File: src/hw/esp_pipe_regs.vh
// Constants of the eight-phase pipeline control block
`ifndef ESP_PIPE_REGS_VH
`define ESP_PIPE_REGS_VH
`define ESP_ADDR_W 22
`define ESP_INSN_W 32
`define ESP_DATA_W 32
`define ESP_RPT_W 8
`define ESP_REG_W 4
`define ESP_Q_DEPTH 4
`define ESP_Q_PTR_W 2
`define ESP_Q_CNT_W 3
`define ESP_RESET_ADDR 22'h000000
`define ESP_IP_RESET 22'h000000
`define ESP_RPT_RESET 8'h00
// Instruction word fields
`define ESP_OP_MSB 31
`define ESP_OP_LSB 28
`define ESP_DST_MSB 27
`define ESP_DST_LSB 24
`define ESP_SRC_MSB 23
`define ESP_SRC_LSB 20
`define ESP_IMM_MSB 19
`define ESP_IMM_LSB 0
// Operation codes
`define ESP_OP_NOP 4'h0
`define ESP_OP_ALU 4'h1
`define ESP_OP_LOAD 4'h2
`define ESP_OP_STORE 4'h3
`define ESP_OP_BRANCH 4'h4
`define ESP_OP_REPEAT 4'h5
`endif

File: src/hw/esp_pipe_ctrl.v
// Eight-phase instruction pipeline control with fetch queue and hazards
// Notes on behaviour
// - Each instruction passes F1, F2, D1, D2, R1, R2, E, W in order.
// - Up to twelve instructions in flight: one per phase plus four in the fetch queue.
// - Fetch half (F1 to D1) stalls on program not-ready or a full queue.
// - Back half (D2 to W) stalls only on memory not-ready; an empty queue feeds it idle cycles.
// - Out-of-order register access inserts idle cycles.
// - A reader waits until an earlier register write is visible.
// - Wait states freeze the part holding F1, R1 or W.
// - In R1 the operand read address is driven on the data bus.
// - In R2 the data addressed in R1 is captured.
// - Instruction pointer holds address of instruction just in D2.
// - Fetch addresses are placed on the program address bus.
// - Queue fetched words, decode them, pass commands and constants.
// - Repeat loads a counter; next instruction runs once plus count.
// - Branch redirects fetch to a nonsequential address; repeat replays the D2 word.
// - In W the store address goes out with its data.
`timescale 1ns/1ns
`include "esp_pipe_regs.vh"
module esp_pipe_ctrl (
  input wire SYS_CLK_I,
  input wire RSTN_I,
  output wire [`ESP_ADDR_W-1:0] PROG_ADDR_BUS_O,
  output wire PROG_REQ_O,
  input wire [`ESP_INSN_W-1:0] PROG_READ_BUS_I,
  input wire PROG_READY_I,
  output reg [`ESP_ADDR_W-1:0] DATA_RD_ADDR_O,
  output reg DATA_RD_REQ_O,
  input wire [`ESP_DATA_W-1:0] DATA_RD_BUS_I,
  input wire DATA_RD_READY_I,
  output reg [`ESP_ADDR_W-1:0] DATA_WR_ADDR_O,
  output reg [`ESP_DATA_W-1:0] DATA_WR_BUS_O,
  output reg DATA_WR_REQ_O,
  input wire DATA_WR_READY_I,
  output reg [`ESP_ADDR_W-1:0] INSTRUCTION_POINTER_O,
  output reg [3:0] EXEC_CMD_O,
  output reg [`ESP_DATA_W-1:0] EXEC_OPERAND_O,
  output reg EXEC_VALID_O,
  output reg [`ESP_RPT_W-1:0] REPEAT_COUNT_REG_O
);
  // Phase indices: 0 D2, 1 R1, 2 R2, 3 E, 4 W for the back half
  localparam NB = 5;
  reg [`ESP_ADDR_W-1:0] fetch_addr_q;
  reg f1_v_q, f2_v_q, d1_v_q;
  reg [`ESP_ADDR_W-1:0] f2_a_q, d1_a_q;
  reg [`ESP_INSN_W-1:0] d1_i_q;
  reg [NB-1:0] v_q;
  reg [`ESP_INSN_W-1:0] ins_q [0:NB-1];
  reg [`ESP_ADDR_W-1:0] pc_q [0:NB-1];
  reg [`ESP_DATA_W-1:0] opnd_q [0:NB-1];
  reg [`ESP_RPT_W-1:0] rpt_q;
  reg rpt_armed_q;
  reg rd_tk_q;
  reg rd_tk_r2_q;
  wire [`ESP_INSN_W-1:0] q_insn;
  wire [`ESP_ADDR_W-1:0] q_addr;
  wire q_empty, q_full;
  wire mem_wait, back_stall, front_stall, hazard, redirect, issue;
  wire [`ESP_ADDR_W-1:0] redirect_addr;
  wire [3:0] d2_op, d2_src;
  wire replay;
  wire rd_in_r1, rd_in_r2;
  // Memory not-ready stalls only while its request is still open
  assign mem_wait = (DATA_RD_REQ_O && !DATA_RD_READY_I) ||
    (DATA_WR_REQ_O && !DATA_WR_READY_I);
  assign back_stall = mem_wait;
  // Fetch half owns no data port, so data not-ready freezes it only through a full queue
  assign front_stall = PROG_REQ_O && !PROG_READY_I;
  // Read data stands one cycle after acceptance; note where its load is
  assign rd_in_r1 = rd_tk_q && !rd_tk_r2_q;
  assign rd_in_r2 = rd_tk_q && rd_tk_r2_q;
  assign d2_op = q_insn[`ESP_OP_MSB:`ESP_OP_LSB];
  assign d2_src = q_insn[`ESP_SRC_MSB:`ESP_SRC_LSB];
  // Reader in D2 waits while any older writer of its source register is still ahead
  function writes_reg;
    input [`ESP_INSN_W-1:0] w;
    begin
      writes_reg = (w[`ESP_OP_MSB:`ESP_OP_LSB] == `ESP_OP_ALU) ||
        (w[`ESP_OP_MSB:`ESP_OP_LSB] == `ESP_OP_LOAD);
    end
  endfunction
  reg hz;
  integer k;
  always @*
  begin
    hz = 1'b0;
    for (k = 0; k < NB; k = k + 1)
      if (v_q[k] && writes_reg(ins_q[k]) &&
          ins_q[k][`ESP_DST_MSB:`ESP_DST_LSB] == d2_src &&
          (d2_op == `ESP_OP_ALU || d2_op == `ESP_OP_STORE))
        hz = 1'b1;
  end
  assign hazard = hz;
  // A repeat replays the D2 word instead of popping it
  assign replay = rpt_armed_q && rpt_q != {`ESP_RPT_W{1'b0}};
  // A branch waits out a fetch wait state so the fetch address stands
  assign issue = !q_empty && !back_stall && !hazard &&
    !(d2_op == `ESP_OP_BRANCH && front_stall);
  assign redirect = issue && (d2_op == `ESP_OP_BRANCH);
  assign redirect_addr = q_insn[`ESP_ADDR_W-1:0];
  assign PROG_ADDR_BUS_O = fetch_addr_q;
  // No request while the queue is full, else the answered word is lost
  assign PROG_REQ_O = f1_v_q && !q_full;
  esp_fetch_queue u_queue (
    .clk_i(SYS_CLK_I),
    .rstn_i(RSTN_I),
    .flush_i(redirect),
    .push_i(d1_v_q && !front_stall),
    .push_insn_i(d1_i_q),
    .push_addr_i(d1_a_q),
    .pop_i(issue && !replay),
    .full_o(q_full),
    .empty_o(q_empty),
    .head_insn_o(q_insn),
    .head_addr_o(q_addr)
  );
  // Fetch half: F1, F2, D1; also throttled by a full queue
  always @(posedge SYS_CLK_I or negedge RSTN_I)
  begin
    if (!RSTN_I)
    begin
      fetch_addr_q <= `ESP_RESET_ADDR;
      f1_v_q <= 1'b0;
      f2_v_q <= 1'b0;
      d1_v_q <= 1'b0;
      f2_a_q <= `ESP_RESET_ADDR;
      d1_a_q <= `ESP_RESET_ADDR;
      d1_i_q <= {`ESP_INSN_W{1'b0}};
    end
    else if (redirect)
    begin
      fetch_addr_q <= redirect_addr;
      f1_v_q <= 1'b1;
      f2_v_q <= 1'b0;
      d1_v_q <= 1'b0;
    end
    else if (!front_stall && !q_full)
    begin
      f1_v_q <= 1'b1;
      if (f1_v_q)
        fetch_addr_q <= fetch_addr_q + 1'b1;
      f2_v_q <= f1_v_q;
      f2_a_q <= fetch_addr_q;
      d1_v_q <= f2_v_q;
      d1_a_q <= f2_a_q;
      d1_i_q <= PROG_READ_BUS_I;
    end
  end
  // Back half: D2, R1, R2, E, W as one shift chain
  genvar g;
  generate
    for (g = 1; g < NB; g = g + 1)
    begin : g_stage
      always @(posedge SYS_CLK_I or negedge RSTN_I)
      begin
        if (!RSTN_I)
        begin
          v_q[g] <= 1'b0;
          ins_q[g] <= {`ESP_INSN_W{1'b0}};
          pc_q[g] <= `ESP_IP_RESET;
        end
        else if (!back_stall)
        begin
          v_q[g] <= v_q[g-1];
          ins_q[g] <= ins_q[g-1];
          pc_q[g] <= pc_q[g-1];
        end
      end
    end
  endgenerate
  always @(posedge SYS_CLK_I or negedge RSTN_I)
  begin
    if (!RSTN_I)
    begin
      v_q[0] <= 1'b0;
      ins_q[0] <= {`ESP_INSN_W{1'b0}};
      pc_q[0] <= `ESP_IP_RESET;
      INSTRUCTION_POINTER_O <= `ESP_IP_RESET;
      rpt_q <= `ESP_RPT_RESET;
      rpt_armed_q <= 1'b0;
    end
    else if (!back_stall)
    begin
      v_q[0] <= issue;
      ins_q[0] <= q_insn;
      pc_q[0] <= q_addr;
      if (issue)
      begin
        INSTRUCTION_POINTER_O <= q_addr;
        if (d2_op == `ESP_OP_REPEAT)
        begin
          rpt_q <= q_insn[`ESP_RPT_W-1:0];
          rpt_armed_q <= 1'b1;
        end
        else if (replay)
          rpt_q <= rpt_q - 1'b1;
        else
          rpt_armed_q <= 1'b0;
      end
    end
  end
  // Operand capture along the chain; R2 takes the read bus
  always @(posedge SYS_CLK_I or negedge RSTN_I)
  begin
    if (!RSTN_I)
    begin
      opnd_q[0] <= {`ESP_DATA_W{1'b0}};
      opnd_q[1] <= {`ESP_DATA_W{1'b0}};
      opnd_q[2] <= {`ESP_DATA_W{1'b0}};
      opnd_q[3] <= {`ESP_DATA_W{1'b0}};
      opnd_q[4] <= {`ESP_DATA_W{1'b0}};
    end
    else if (!back_stall)
    begin
      opnd_q[0] <= {12'h000, q_insn[`ESP_IMM_MSB:`ESP_IMM_LSB]};
      opnd_q[1] <= opnd_q[0];
      opnd_q[2] <= rd_in_r1 ? DATA_RD_BUS_I : opnd_q[1];
      opnd_q[3] <= rd_in_r2 ? DATA_RD_BUS_I : opnd_q[2];
      opnd_q[4] <= opnd_q[3];
    end
    // Frozen: keep the one-cycle read data in its load's own slot
    else if (rd_in_r2)
      opnd_q[2] <= DATA_RD_BUS_I;
    else if (rd_in_r1)
      opnd_q[1] <= DATA_RD_BUS_I;
  end
  // Registered bus outputs for the R1 and W phases
  always @(posedge SYS_CLK_I or negedge RSTN_I)
  begin
    if (!RSTN_I)
    begin
      DATA_RD_ADDR_O <= {`ESP_ADDR_W{1'b0}};
      DATA_RD_REQ_O <= 1'b0;
      DATA_WR_ADDR_O <= {`ESP_ADDR_W{1'b0}};
      DATA_WR_BUS_O <= {`ESP_DATA_W{1'b0}};
      DATA_WR_REQ_O <= 1'b0;
      EXEC_CMD_O <= `ESP_OP_NOP;
      EXEC_OPERAND_O <= {`ESP_DATA_W{1'b0}};
      EXEC_VALID_O <= 1'b0;
      REPEAT_COUNT_REG_O <= `ESP_RPT_RESET;
      rd_tk_q <= 1'b0;
      rd_tk_r2_q <= 1'b0;
    end
    else
    begin
      REPEAT_COUNT_REG_O <= rpt_q;
      rd_tk_q <= DATA_RD_REQ_O && DATA_RD_READY_I;
      rd_tk_r2_q <= !back_stall;
      if (!back_stall)
      begin
        DATA_RD_REQ_O <= v_q[0] &&
          ins_q[0][`ESP_OP_MSB:`ESP_OP_LSB] == `ESP_OP_LOAD;
        DATA_RD_ADDR_O <= opnd_q[0][`ESP_ADDR_W-1:0];
        DATA_WR_REQ_O <= v_q[3] &&
          ins_q[3][`ESP_OP_MSB:`ESP_OP_LSB] == `ESP_OP_STORE;
        DATA_WR_ADDR_O <= {{(`ESP_ADDR_W-`ESP_REG_W){1'b0}},
          ins_q[3][`ESP_DST_MSB:`ESP_DST_LSB]};
        DATA_WR_BUS_O <= opnd_q[3];
        EXEC_VALID_O <= v_q[2];
        EXEC_CMD_O <= ins_q[2][`ESP_OP_MSB:`ESP_OP_LSB];
        EXEC_OPERAND_O <= rd_in_r2 ? DATA_RD_BUS_I : opnd_q[2];
      end
      else
      begin
        // An accepted transfer is not offered twice while frozen
        if (DATA_RD_READY_I)
          DATA_RD_REQ_O <= 1'b0;
        if (DATA_WR_READY_I)
          DATA_WR_REQ_O <= 1'b0;
      end
    end
  end
endmodule // esp_pipe_ctrl

File: src/hw/esp_fetch_queue.v
// Instruction-fetch queue between the fetch and decode halves
`timescale 1ns/1ns
`include "esp_pipe_regs.vh"
module esp_fetch_queue (
  input wire clk_i,
  input wire rstn_i,
  input wire flush_i,
  input wire push_i,
  input wire [`ESP_INSN_W-1:0] push_insn_i,
  input wire [`ESP_ADDR_W-1:0] push_addr_i,
  input wire pop_i,
  output wire full_o,
  output wire empty_o,
  output wire [`ESP_INSN_W-1:0] head_insn_o,
  output wire [`ESP_ADDR_W-1:0] head_addr_o
);
  reg [`ESP_INSN_W-1:0] insn_mem [0:`ESP_Q_DEPTH-1];
  reg [`ESP_ADDR_W-1:0] addr_mem [0:`ESP_Q_DEPTH-1];
  reg [`ESP_Q_PTR_W-1:0] wr_q;
  reg [`ESP_Q_PTR_W-1:0] rd_q;
  reg [`ESP_Q_CNT_W-1:0] cnt_q;
  wire do_push;
  wire do_pop;
  assign full_o = (cnt_q == `ESP_Q_DEPTH);
  assign empty_o = (cnt_q == {`ESP_Q_CNT_W{1'b0}});
  assign do_push = push_i && !full_o;
  assign do_pop = pop_i && !empty_o;
  assign head_insn_o = insn_mem[rd_q];
  assign head_addr_o = addr_mem[rd_q];
  always @(posedge clk_i)
  begin
    if (do_push)
    begin
      insn_mem[wr_q] <= push_insn_i;
      addr_mem[wr_q] <= push_addr_i;
    end
  end
  // Flush drops stale sequential words fetched past a redirection
  always @(posedge clk_i or negedge rstn_i)
  begin
    if (!rstn_i)
    begin
      wr_q <= {`ESP_Q_PTR_W{1'b0}};
      rd_q <= {`ESP_Q_PTR_W{1'b0}};
      cnt_q <= {`ESP_Q_CNT_W{1'b0}};
    end
    else if (flush_i)
    begin
      wr_q <= {`ESP_Q_PTR_W{1'b0}};
      rd_q <= {`ESP_Q_PTR_W{1'b0}};
      cnt_q <= {`ESP_Q_CNT_W{1'b0}};
    end
    else
    begin
      if (do_push)
        wr_q <= wr_q + 1'b1;
      if (do_pop)
        rd_q <= rd_q + 1'b1;
      if (do_push && !do_pop)
        cnt_q <= cnt_q + 1'b1;
      else if (do_pop && !do_push)
        cnt_q <= cnt_q - 1'b1;
    end
  end
endmodule // esp_fetch_queue

File: config.mk
export PLATFORM = sky130hd
export DESIGN_NAME = esp_pipe_ctrl
export DESIGN_NICKNAME = d
export VERILOG_FILES = /design/src/hw/esp_pipe_ctrl.v /design/src/hw/esp_fetch_queue.v
export VERILOG_INCLUDE_DIRS = /design/src /design/src/hw
export SDC_FILE = /design/constraint.sdc
export NUM_CORES = 1
export LEC_CHECK = 0
export ABC_AREA = 1
export CORE_UTILIZATION = 45
export DETAILED_ROUTE_END_ITERATION = 8
export DONT_BUFFER_PORTS = 1
export PLACE_DENSITY = 0.57
export SYNTH_ARGS = -nofsm -noshare
export SYNTH_HDL_FRONTEND = slang
export SYNTH_SLANG_ARGS = --single-unit
File: constraint.sdc
create_clock -name SYS_CLK_I -period 7.8 [get_ports SYS_CLK_I]
set_clock_uncertainty 0.15 [all_clocks]
set_input_delay 0.39 -clock SYS_CLK_I [delete_from_list [all_inputs] [get_ports SYS_CLK_I]]
set_output_delay 0.39 -clock SYS_CLK_I [all_outputs]
set_load 0.01 [all_outputs]
-- Yosys cells after proc, flatten, opt, wreduce, memory -nomap -nowiden
Memories as Yosys holds them, arrays and structs flattened. A register that Yosys moved wholly into a read port is not among the register bits.
Cells that the tools add are included.
- add/sub/neg operators: 6
- equality and inequality tests: 25
- muxes and demuxes: 35
- bitwise operators: 2
- reduce and logical (&&, ||, !) cells: 71
- operators with widths (cell ; count):
    32-bit 2-to-1 mux ; 3
    22-bit 2-to-1 mux ; 3
    64-bit 2-to-1 mux ; 1
    1-bit logical AND ; 37
    4-bit by 2-bit equality test with 1-bit output, second input constant ; 7
    4-bit by 1-bit equality test with 1-bit output, second input constant ; 6
    22-bit by 1-bit adder with 22-bit output, second input constant ; 1
    4-bit equality test ; 5
    1-bit 2-to-1 mux ; 19
    8-bit 2-to-1 mux ; 2
    1-bit zero test ; 14
    2-bit nonzero test ; 5
    3-bit 2-to-1 mux ; 3
    4-bit by 3-bit equality test with 1-bit output, second input constant ; 2
    2-bit 2-to-1 mux ; 4
    8-bit nonzero test ; 1
    8-bit by 1-bit subtractor with 8-bit output, second input constant ; 1
    1-bit logical OR ; 7
    2-bit inequality test, second input constant ; 3
    2-bit AND reduction ; 3
    3-bit AND reduction ; 2
    2-bit by 1-bit adder with 2-bit output, second input constant ; 2
    3-bit by 1-bit adder with 3-bit output, second input constant ; 1
    3-bit equality test, second input constant ; 1
    5 further kinds ; 6
- flip-flop bits (word level): 470
- memory bits (writable): 216
- input bits: 69
- output and inout port bits: 168
- logic and storage cells: 176
- memories: 2
- memories (memory ; depth ; width ; rd ports ; clocked after Yosys merged registers in ; wr ports ; line ; text):
    u_queue.insn_mem ; 4 ; 32 ; 1 ; 0 ; 1 ; esp_fetch_queue.v:17 ; reg [`ESP_INSN_W-1:0] insn_mem [0:`ESP_Q_DEPTH-1];
    u_queue.addr_mem ; 4 ; 22 ; 1 ; 1 ; 1 ; esp_fetch_queue.v:18 ; reg [`ESP_ADDR_W-1:0] addr_mem [0:`ESP_Q_DEPTH-1];

-- Longest topological paths before layout
Gate-level depths: netlist of run 1.
- depth after elaboration: 19
- mapped depth: 21

-- By module
From an unflattened synthesis of run 1, not the netlist that was laid out.
- cells, all modules: 2477
- area, all modules: 24114.4 um^2
- modules (own cells, without submodules) (module ; instances ; cells each ; area an instance (um^2) ; sequential area each (um^2)):
    esp_pipe_ctrl ; 1 ; 1888 ; 15678.8 ; 8933.6
    esp_fetch_queue ; 1 ; 589 ; 8435.6 ; 6661.4

-- Worst setup path before layout of run 1
Ideal clock, no wire load.
- path kind: register to register
- from: reg u_queue.cnt_q[2]
- to: mem u_queue.addr_mem[0][0] (netlist bit), enable pin
- setup time: 0.466 ns
- data arrival time: 3.441 ns
- setup slack: 3.743 ns
- cell stages (with the launch flop): 5
- period minus slack after synthesis: 4.057 ns
- cells stage by stage: dfrtp_1 > nor3b_1 > a21oi_1 > nand2_1 > nor2_1
- longest elaborated chain between the ends: 9
- ends and longest elaborated chain (item ; line ; text):
    start, declared ; esp_fetch_queue.v:21 ; reg [`ESP_Q_CNT_W-1:0] cnt_q;
    start signal, assigned ; esp_fetch_queue.v:45 ; cnt_q <= {`ESP_Q_CNT_W{1'b0}};
    start signal, assigned ; esp_fetch_queue.v:51 ; cnt_q <= {`ESP_Q_CNT_W{1'b0}};
    start signal, assigned ; esp_fetch_queue.v:60 ; cnt_q <= cnt_q + 1'b1;
    3-bit equality test (no line) * ; n/a ;
    1-bit zero test * ; esp_pipe_ctrl.v:103, esp_fetch_queue.v:26 ;
    1-bit logical AND ; esp_pipe_ctrl.v:103 ; assign PROG_REQ_O = f1_v_q && !q_full;
    1-bit logical AND ; esp_pipe_ctrl.v:68 ; assign front_stall = PROG_REQ_O && !PROG_READY_I;
    1-bit zero test ; esp_pipe_ctrl.v:108 ; .push_i(d1_v_q && !front_stall),
    1-bit logical AND ; esp_pipe_ctrl.v:108 ;
    1-bit logical AND * ; esp_fetch_queue.v:26 ; assign do_push = push_i && !full_o;
    1-bit 2-to-1 mux * ; esp_fetch_queue.v:32 ; if (do_push)
    1-bit 2-to-1 mux (implied by the code) * ; esp_fetch_queue.v:35 ; addr_mem[wr_q] <= push_addr_i;
    end, declared ; esp_fetch_queue.v:18 ;
Every way passes the cells marked *; elsewhere a longest branch is shown, timed or not.

-- Final worst setup path of run 1
- from: reg u_queue.rd_q[0]
- to: reg f2_a_q[6]
- longest elaborated chain between the ends: 15
- elaborated cells on any way between the ends: 33
- ends and longest elaborated chain (item ; line ; text):
    start, declared ; esp_fetch_queue.v:20 ; reg [`ESP_Q_PTR_W-1:0] rd_q;
    start signal, assigned ; esp_fetch_queue.v:44 ; rd_q <= {`ESP_Q_PTR_W{1'b0}};
    start signal, assigned ; esp_fetch_queue.v:50 ; rd_q <= {`ESP_Q_PTR_W{1'b0}};
    start signal, assigned ; esp_fetch_queue.v:58 ; rd_q <= rd_q + 1'b1;
    memory 4 x 32 bit * ; n/a ;
    4-bit equality test (tied with other cells) ; esp_pipe_ctrl.v:89 ; ins_q[k][`ESP_DST_MSB:`ESP_DST_LSB] == d2_src &&
    1-bit logical AND / 1-bit logical OR (equally long branches) ; n/a ;
    1-bit logical AND ; esp_pipe_ctrl.v:88 ; if (v_q[k] && writes_reg(ins_q[k]) &&
    1-bit 2-to-1 mux (5 in a row) ; esp_pipe_ctrl.v:88 ;
    1-bit zero test ; esp_pipe_ctrl.v:97 ; assign issue = !q_empty && !back_stall && !hazard &&
    1-bit logical AND (2 in a row) ; esp_pipe_ctrl.v:97 ;
    1-bit logical AND * ; esp_pipe_ctrl.v:99 ; assign redirect = issue && (d2_op == `ESP_OP_BRANCH);
    1-bit inverter (no line) * ; n/a ;
    2-bit AND reduction (no line) * ; n/a ;
    end signal, assigned ; esp_pipe_ctrl.v:126 ; f2_a_q <= `ESP_RESET_ADDR;
    end signal, assigned ; esp_pipe_ctrl.v:143 ; f2_a_q <= fetch_addr_q;
    end, declared ; esp_pipe_ctrl.v:45 ; reg [`ESP_ADDR_W-1:0] f2_a_q, d1_a_q;
Marked as above.
A chain may end at the register's enable or synchronous reset.

==> flow_summary.yaml, run 1 <==
outcome:
  run_status: "complete, but fails checks"
  violations: "hold timing"
synthesis:
  synth_edf_count: 216
  synth_xor_area_share_pct: 0.9106
  syn_area_per_cell_um2: 9.941
  postSynthRegisterBits: 580
  synth.top_cell.area_share_pct: 37.88
  post_synthesis_cell_type_with_the_largest_combined_area: "dfrtp_1"
  compound_gate_fraction_of_synth_area_pct: 9.668
  leading_register_cell_type_out_of_synthesis: "dfrtp_1"
  post_synth_and_or_nand_nor_area_fraction_pct: 16.77
  synth.area.top_cells: "dfrtp_1 (38%), edfxtp_1 (27%), nand2_1 (12%), o21ai_0 (5.9%), buf_4 (2.7%)"
  synth.mux.area_fraction_pct: 0
  synth.yosys.warnings: 0
  synth_cell_type_count: 40
  synth_cells: 2419
  synthArstFlopShare_pct: 62.76
  synth_adder_area_share_pct: 0.4475
  main_combinational_cell_family_by_area_after_synthesis: "simple AND/OR/NAND/NOR gates"
  seq_area_frac_synth_pct: 64.85
  post_synth_instance_area_um2: 24050
drt:
  routed-via-count: 16148
  drc: 0
  drt-wirelength-per-cell_um: 18.04
  drt.antenna.violating_nets: 0
  postRouteWirelength_mm: 56.26
  drtIter0Drc: 1366
  first_pass_iters: 5
  viasPerCell: 5.179
sta:
  final-max-slew-violation-count: 0
  setup_tns_ps: 0
  rsz_0062_raised_after_global_routing: "no"
  timing.final.setup_violations: 0
  fin_crit_ps: 5469
  fin_hold_ws_ps: -672.5
  worst-slew-pin-transition_ps: 1044
  worst_slew_margin_rel_pct: 30.17
  timing.final.crit_share_pct: 70.11
  final_hold_viol_count: 364
  max_freq_mhz: 182.9
global_routing:
  number_of_antenna_violations_at_the_first_check_in_global_routing: 1
  vias_in_the_first_global_route: 15272
  global_route.usage.met1_pct: 29.85
  global_route.peak_usage_layer: "met2"
  grt_first_pass_wirelength_mm: 88.41
  globalRouteMet3Util_pct: 6.042
  globalRoute.totalOverflow: 0
  grt_use_met2_pct: 31.35
  grt_max_degree: 365
  grt_util_all_layers_pct: 20.96
clock_network:
  clk_pin_slew_worst_paths_ps: 60
  cts_root_buf: "clkbuf_16"
  clock_tree.buffer_depth: 3
  clock_sinks: 580
  htree_num_levels: 2
  clk-insertion-delay-late_ps: 630
  cts_tree: "built"
  ctsResizeCount: 0
  postCtsHoldBufs: 66
  cts-buffers-inserted: 60
  cts_setup_buffers: 0
setup_path:
  crit_required_ps: 8110
  worstSetupEndpointType: "flip-flop"
  critical_path.max_fanout: 57
  crit_arrival_ps: 5780
  crit_path_start_kind: "flip-flop"
  path_class: "reg2reg"
layout:
  layout_commonest_cell: "nand2_1"
  drive_gt1_share_pct: 5.556
  finalNetCount: 2455
  synthToLayoutAreaGrowth_pct: 11.24
  layout.cells.most_common_list: "nand2_1 (740), dfrtp_1 (363), o21ai_0 (282)"
  diodes: 0
  final_cell_count_no_fill: 3118
die:
  io_pins: 237
  core_region_area_um2: 52660
  placement_rows: 84
  die_h_um: 233.2
  initial_core_util_pct: 45.67
  die-area_um2: 54370
  fp.dieW_um: 233.2
run:
  maxCapViolations: 0
placed_design:
  placedCellCount: 2938
  dp.final_hpwl_mm: 35.20
  port_buffers: 0
  place.gp.congestion: 0.9018
power:
  cellPowerDensity_nw_per_um2: 429.0
  peakVddDrop_mv: 0.1957
  p_leak_uw: 0.01168
min_path:
  holdCritPathClass: "in2async"
[stage by stage]
step / cell area [µm²] / util, % / total power [µW] / hold slack (ps) / worst slack, ps
2_1_floorplan: 24120 / - / 7625 / -55.59 / 3743
3_5_place_dp: 24030 / 45.63 / 8573 / -48.80 / 2304
3_3_place_gp: 24030 / 45.63 / 8469 / -48.36 / 2437
4_1_cts: 26750 / 50.80 / 11600 / -715.0 / 2294
6_report: 26750 / 50.80 / 11480 / -672.5 / 2331
5_1_grt: 26750 / 50.80 / 12320 / -712.2 / 1721
[logic make-up after synthesis]
group / Yosys count
buffers and inverters: 372
XOR/XNOR: 25
AND/OR/NAND/NOR: 1013
AO/OA/AOI/OAI: 420
adder cells (fa/ha/maj): 8
other: 1
flip-flops: 580
[power breakdown]
| group | internal [µW] | leakage (µW) | switching (µW) | total [µW] |
|---|---|---|---|---|
| Sequential | 4340 | 0.00643 | 950 | 5290 |
| Clock | 1780 | 0.00102 | 1180 | 2960 |
| Combinational | 984 | 0.00422 | 2240 | 3220 |
[registers in the layout (all words and copies together) (netlist names), 2 cells and up]
signal,cells
DATA_WR_BUS_O,32
EXEC_OPERAND_O,32
INSTRUCTION_POINTER_O,22
PROG_ADDR_BUS_O,22
REPEAT_COUNT_REG_O,8
d1_a_q,22
d1_i_q,32
f2_a_q,22
ins_q,72
opnd_q,64
rpt_q,8
u_queue.addr_mem,88
u_queue.cnt_q,3
u_queue.insn_mem,128
u_queue.rd_q,2
u_queue.wr_q,2
v_q,4
writes_reg.w,8
[synthesized netlist by cell type, drive strengths merged, types with 9 or more instances]
library cell and number:
xor2 21, dfrtp 364, edfxtp 216, a32o 36, buf 116, nand2 749
nand3 123, nor2 124, o22ai 9, o21ai 287, clkbuf 88, a21oi 79
inv 166
[area by class of cell]
cell class,instances,area [µm²]
Tap cell,688,860.8
Sequential cell,580,15600
Inverter,168,635.6
Clock buffer,85,1739
Fill cell,4763,25900
Timing Repair Buffer,82,780.7
Multi-Input combinational cell,1486,6813
Clock inverter,29,325.3
[worst paths after layout]
| path | start | endpoint | slack (ps) | cells after the start |
|---|---|---|---|---|
| setup / recovery | u_queue.rd_q[0]$_DFFE_PN0P_ | f2_a_q[6]$_DFFE_PN0P_ | 2330 | 18 |
| hold reg to reg | rpt_q[0]$_DFFE_PN0P_ | REPEAT_COUNT_REG_O[0]$_DFF_PN0_ | 230 | 0 |
| hold / removal | RSTN_I | DATA_WR_BUS_O[27]$_DFFE_PN0P_ | -670 | 0 |
| max in group asynchronous | RSTN_I | PROG_ADDR_BUS_O[4]$_DFFE_PN0P_ | 7470 | 0 |
| min in group SYS_CLK_I | PROG_READY_I | PROG_ADDR_BUS_O[21]$_DFFE_PN0P_ | 130 | 4 |
| setup reg to reg | u_queue.rd_q[0]$_DFFE_PN0P_ | f2_a_q[6]$_DFFE_PN0P_ | 2330 | 18 |
[layer usage]
metal	routed length [µm]	share of wire [%]	vias to the layer above
met5	0	0	-
met4	1106	2.0	0
met3	5510	9.8	81
met2	24540	44	516
met1	25110	45	7751
li1	-	-	7800
[worst max-delay path: stages (launching register included)]
cell      delay [ps]
dfrtp_2          390
buf_4            310
inv_2            800
nand2_1          180
nand3_1          170
nand2_1          180
nand2_1          100
nand2_1           50
nor2_1           140
nand3_1           90
nand2_1           80
o21bai_2         120
nand2_2          620
inv_4            120
nand2_4          370
nand2_2          700
buf_4            470
nand2_1           70
o21ai_0           60
Power figures use the tool's default switching activity.
==> run 2, diff against run 1 <==
--- a/config.mk
+++ b/config.mk
@@ -10,7 +10,7 @@
 export CORE_UTILIZATION = 45
 export DETAILED_ROUTE_END_ITERATION = 8
 export DONT_BUFFER_PORTS = 1
-export PLACE_DENSITY = 0.57
+export PLACE_DENSITY = 0.59
 export SYNTH_ARGS = -nofsm -noshare
 export SYNTH_HDL_FRONTEND = slang
 export SYNTH_SLANG_ARGS = --single-unit
==> constraint.sdc (replaced) <==
create_clock -name SYS_CLK_I -period 4.47 [get_ports SYS_CLK_I]
set_clock_uncertainty 0.15 [all_clocks]
set_input_delay 0.2235 -clock SYS_CLK_I [delete_from_list [all_inputs] [get_ports SYS_CLK_I]]
set_output_delay 0.2235 -clock SYS_CLK_I [all_outputs]
set_load 0.01 [all_outputs]
==> flow_summary.yaml, run 2 (synthesized netlist as in run 1, its figures left out) <==
outcome:
  run_status: "complete, but fails checks"
  violations: "hold timing"
clock_network:
  htree_num_levels: 2
  clock_tree.buffer_depth: 3
  clk_pin_slew_worst_paths_ps: 60
  cts_tree: "built"
  postCtsHoldBufs: 67
  cts-buffers-inserted: 61
  clock_sinks: 580
  clk-insertion-delay-late_ps: 630
  cts_setup_buffers: 0
  ctsResizeCount: 0
  cts_root_buf: "clkbuf_16"
die:
  initial_core_util_pct: 45.67
  placement_rows: 84
  io_pins: 237
  fp.dieW_um: 233.2
  core_region_area_um2: 52660
  die_h_um: 233.2
  die-area_um2: 54370
placed_design:
  placedInstanceArea_um2: 24130
  place.gp.congestion: 0.8315
  dp.final_hpwl_mm: 34.75
  dp_worst_setup_slack_ps: 878.1
  port_buffers: 0
setup_path:
  worstReg2RegEnd: "u_queue.cnt_q[2]$_DFFE_PN0P_"
  path_class: "reg2reg"
  crit_path_start_kind: "flip-flop"
  crit_required_ps: 4850
  critical_path.max_fanout: 23
  regToRegStartpoint: "u_queue.rd_q[1]$_DFFE_PN0P_"
  crit_arrival_ps: 3980
  setup.reg_to_reg.worst_slack_ps: 870
  worst_r2r_path_depth: 19
  worstSetupEndpointType: "flip-flop"
power:
  power.share.clock_pct: 25.9
  p_leak_uw: 0.01172
  seqPwrFrac_pct: 45.8
  power.switching_fraction_pct: 38.14
  peakVddDrop_mv: 0.4260
  internal_power_uw: 12420
  total_net_switching_power_uw: 7659
  cellPowerDensity_nw_per_um2: 746.3
  power.combinational.fraction_pct: 28.3
layout:
  biggestRegsByFlops: "u_queue.insn_mem (128), u_queue.addr_mem (88), ins_q (72)"
  layout.core_utilization_pct: 51.09
  synthToLayoutAreaGrowth_pct: 11.88
  largest_reg_flops: 128
  diodes: 0
  layout.cells.most_common_list: "nand2_1 (740), dfrtp_1 (363), o21ai_0 (282)"
  post-route-cell-area_um2: 26900
  layout_commonest_cell: "nand2_1"
  drive_gt1_share_pct: 5.989
  finalNetCount: 2462
  n_fill_cell: 4708
  registers.top_by_ff_count: "u_queue.insn_mem"
sta:
  setup_tns_ps: 0
  fin_crit_ps: 3599
  timing.final.setup_violations: 0
  final_hold_viol_count: 364
  worst-slew-pin-transition_ps: 1041
  worst_slew_margin_rel_pct: 30.34
  rsz_0062_raised_after_global_routing: "no"
  timing.final.crit_share_pct: 80.52
  fin_hold_ws_ps: -854.6
  setup_ws_ps: 870.7
  final-max-slew-violation-count: 0
  max_freq_mhz: 277.8
drt:
  drc: 0
  drt.antenna.violating_nets: 0
  postRouteWirelength_mm: 55.24
  drtIter0Drc: 1291
  viasPerCell: 5.147
  drt-wirelength-per-cell_um: 17.67
  routed-via-count: 16089
  first_pass_iters: 5
global_routing:
  number_of_antenna_violations_at_the_first_check_in_global_routing: 5
  grt_util_all_layers_pct: 20.32
  globalRoute.totalOverflow: 0
  grt_max_degree: 365
  grt_first_pass_wirelength_mm: 85.85
  vias_in_the_first_global_route: 15405
min_path:
  holdCritPathClass: "in2async"
run:
  maxCapViolations: 0
==> run 2: cell count changes in the layout (fill, tap and decap cells not counted) <==
cell / before / now
clkinv_2: 15 / 10
clkbuf_8: 8 / 14
bufinv_16: 7 / 6
buf_12: 0 / 5
clkinvlp_4: 1 / 5
clkbuf_1: 14 / 8
inv_6: 2 / 3
clkinv_4: 0 / 1
clkinv_1: 5 / 7
clkbuf_16: 63 / 61
dlygate4sd3_1: 66 / 67
clkinv_8: 0 / 2
==> run 2: cell type report <==
class                      instances  area [µm²]  area share, %
sequential                       580       15600          57.97
clock buffer                      83        1749          6.502
tap                              688       860.8          3.200
clock inverter                    33       357.8          1.330
multi-input combinational       1486        6813          25.32
inverter                         168       635.6          2.363
timing repair buffer              88       890.9          3.311
==> run 2: routing by layer <==
layer  vias up  part of all wire [%]  global-route usage (%)
met5         -                     0                       0
met4         0                   1.7                   5.719
met3        70                   8.4                   5.066
met2       451                    46                   31.82
met1      7750                    44                   27.97
li1       7818                     -                       -
==> run 2: worst max path at each step <==
| stage | startpoint | end | slack [ps] | cells past startpoint |
|---|---|---|---|---|
| finish | u_queue.rd_q[1]$_DFFE_PN0P_ | u_queue.cnt_q[2]$_DFFE_PN0P_ | 870 | 19 |
| global route | u_queue.rd_q[0]$_DFFE_PN0P_ | u_queue.cnt_q[2]$_DFFE_PN0P_ | 530 | 18 |
| CTS | u_queue.rd_q[1]$_DFFE_PN0P_ | u_queue.cnt_q[2]$_DFFE_PN0P_ | 860 | 19 |
| detailed placement | u_queue.rd_q[1]$_DFFE_PN0P_ | u_queue.cnt_q[2]$_DFFE_PN0P_ | 880 | 19 |
| global placement | u_queue.rd_q[1]$_DFFE_PN0P_ | u_queue.cnt_q[2]$_DFFE_PN0P_ | 950 | 19 |
| floorplan | u_queue.cnt_q[2]$_DFFE_PN0P_ | u_queue.addr_mem[0][0]$_DFFE_PP_ | 410 | 4 |
==> run 2: power by group through the flow <==
| stage | logic [µW] | clock network [µW] | registers, µW |
|---|---|---|---|
| 6_report | 5680 | 5200 | 9200 |
| 5_1_grt | 6480 | 5540 | 9450 |
| 4_1_cts | 5740 | 5320 | 9220 |
| 3_5_place_dp | 5660 | 0 | 9310 |
| 3_3_place_gp | 5520 | 0 | 9260 |
| 2_1_floorplan | 4700 | 0 | 8600 |
==> run 2: stage by stage <==
| step | hold WS, ps | std cells | total power [µW] |
|---|---|---|---|
| final | -854.6 | 3126 | 20080 |
| after global routing | -885.5 | 3126 | 21470 |
| after CTS | -883.4 | 3126 | 20280 |
| after detailed placement | -215.4 | 2943 | 14970 |
| after global placement | -215.2 | 2943 | 14780 |
| after floorplan | -222.1 | 2438 | 13300 |
==> run 2: critical path, cell delays in order, from the launching register on <==
cell,delay [ps]
dfrtp_1,350
buf_4,220
inv_2,350
nand3_1,160
nand2_1,280
nand2_1,90
nand2_1,90
nor2_1,40
nand3_1,80
nand2_1,80
o21bai_2,240
nand3_1,190
nand2_1,170
inv_1,80
fa_1,390
xnor2_1,220
inv_1,70
nand2_1,70
nand2_1,60
a21oi_1,110
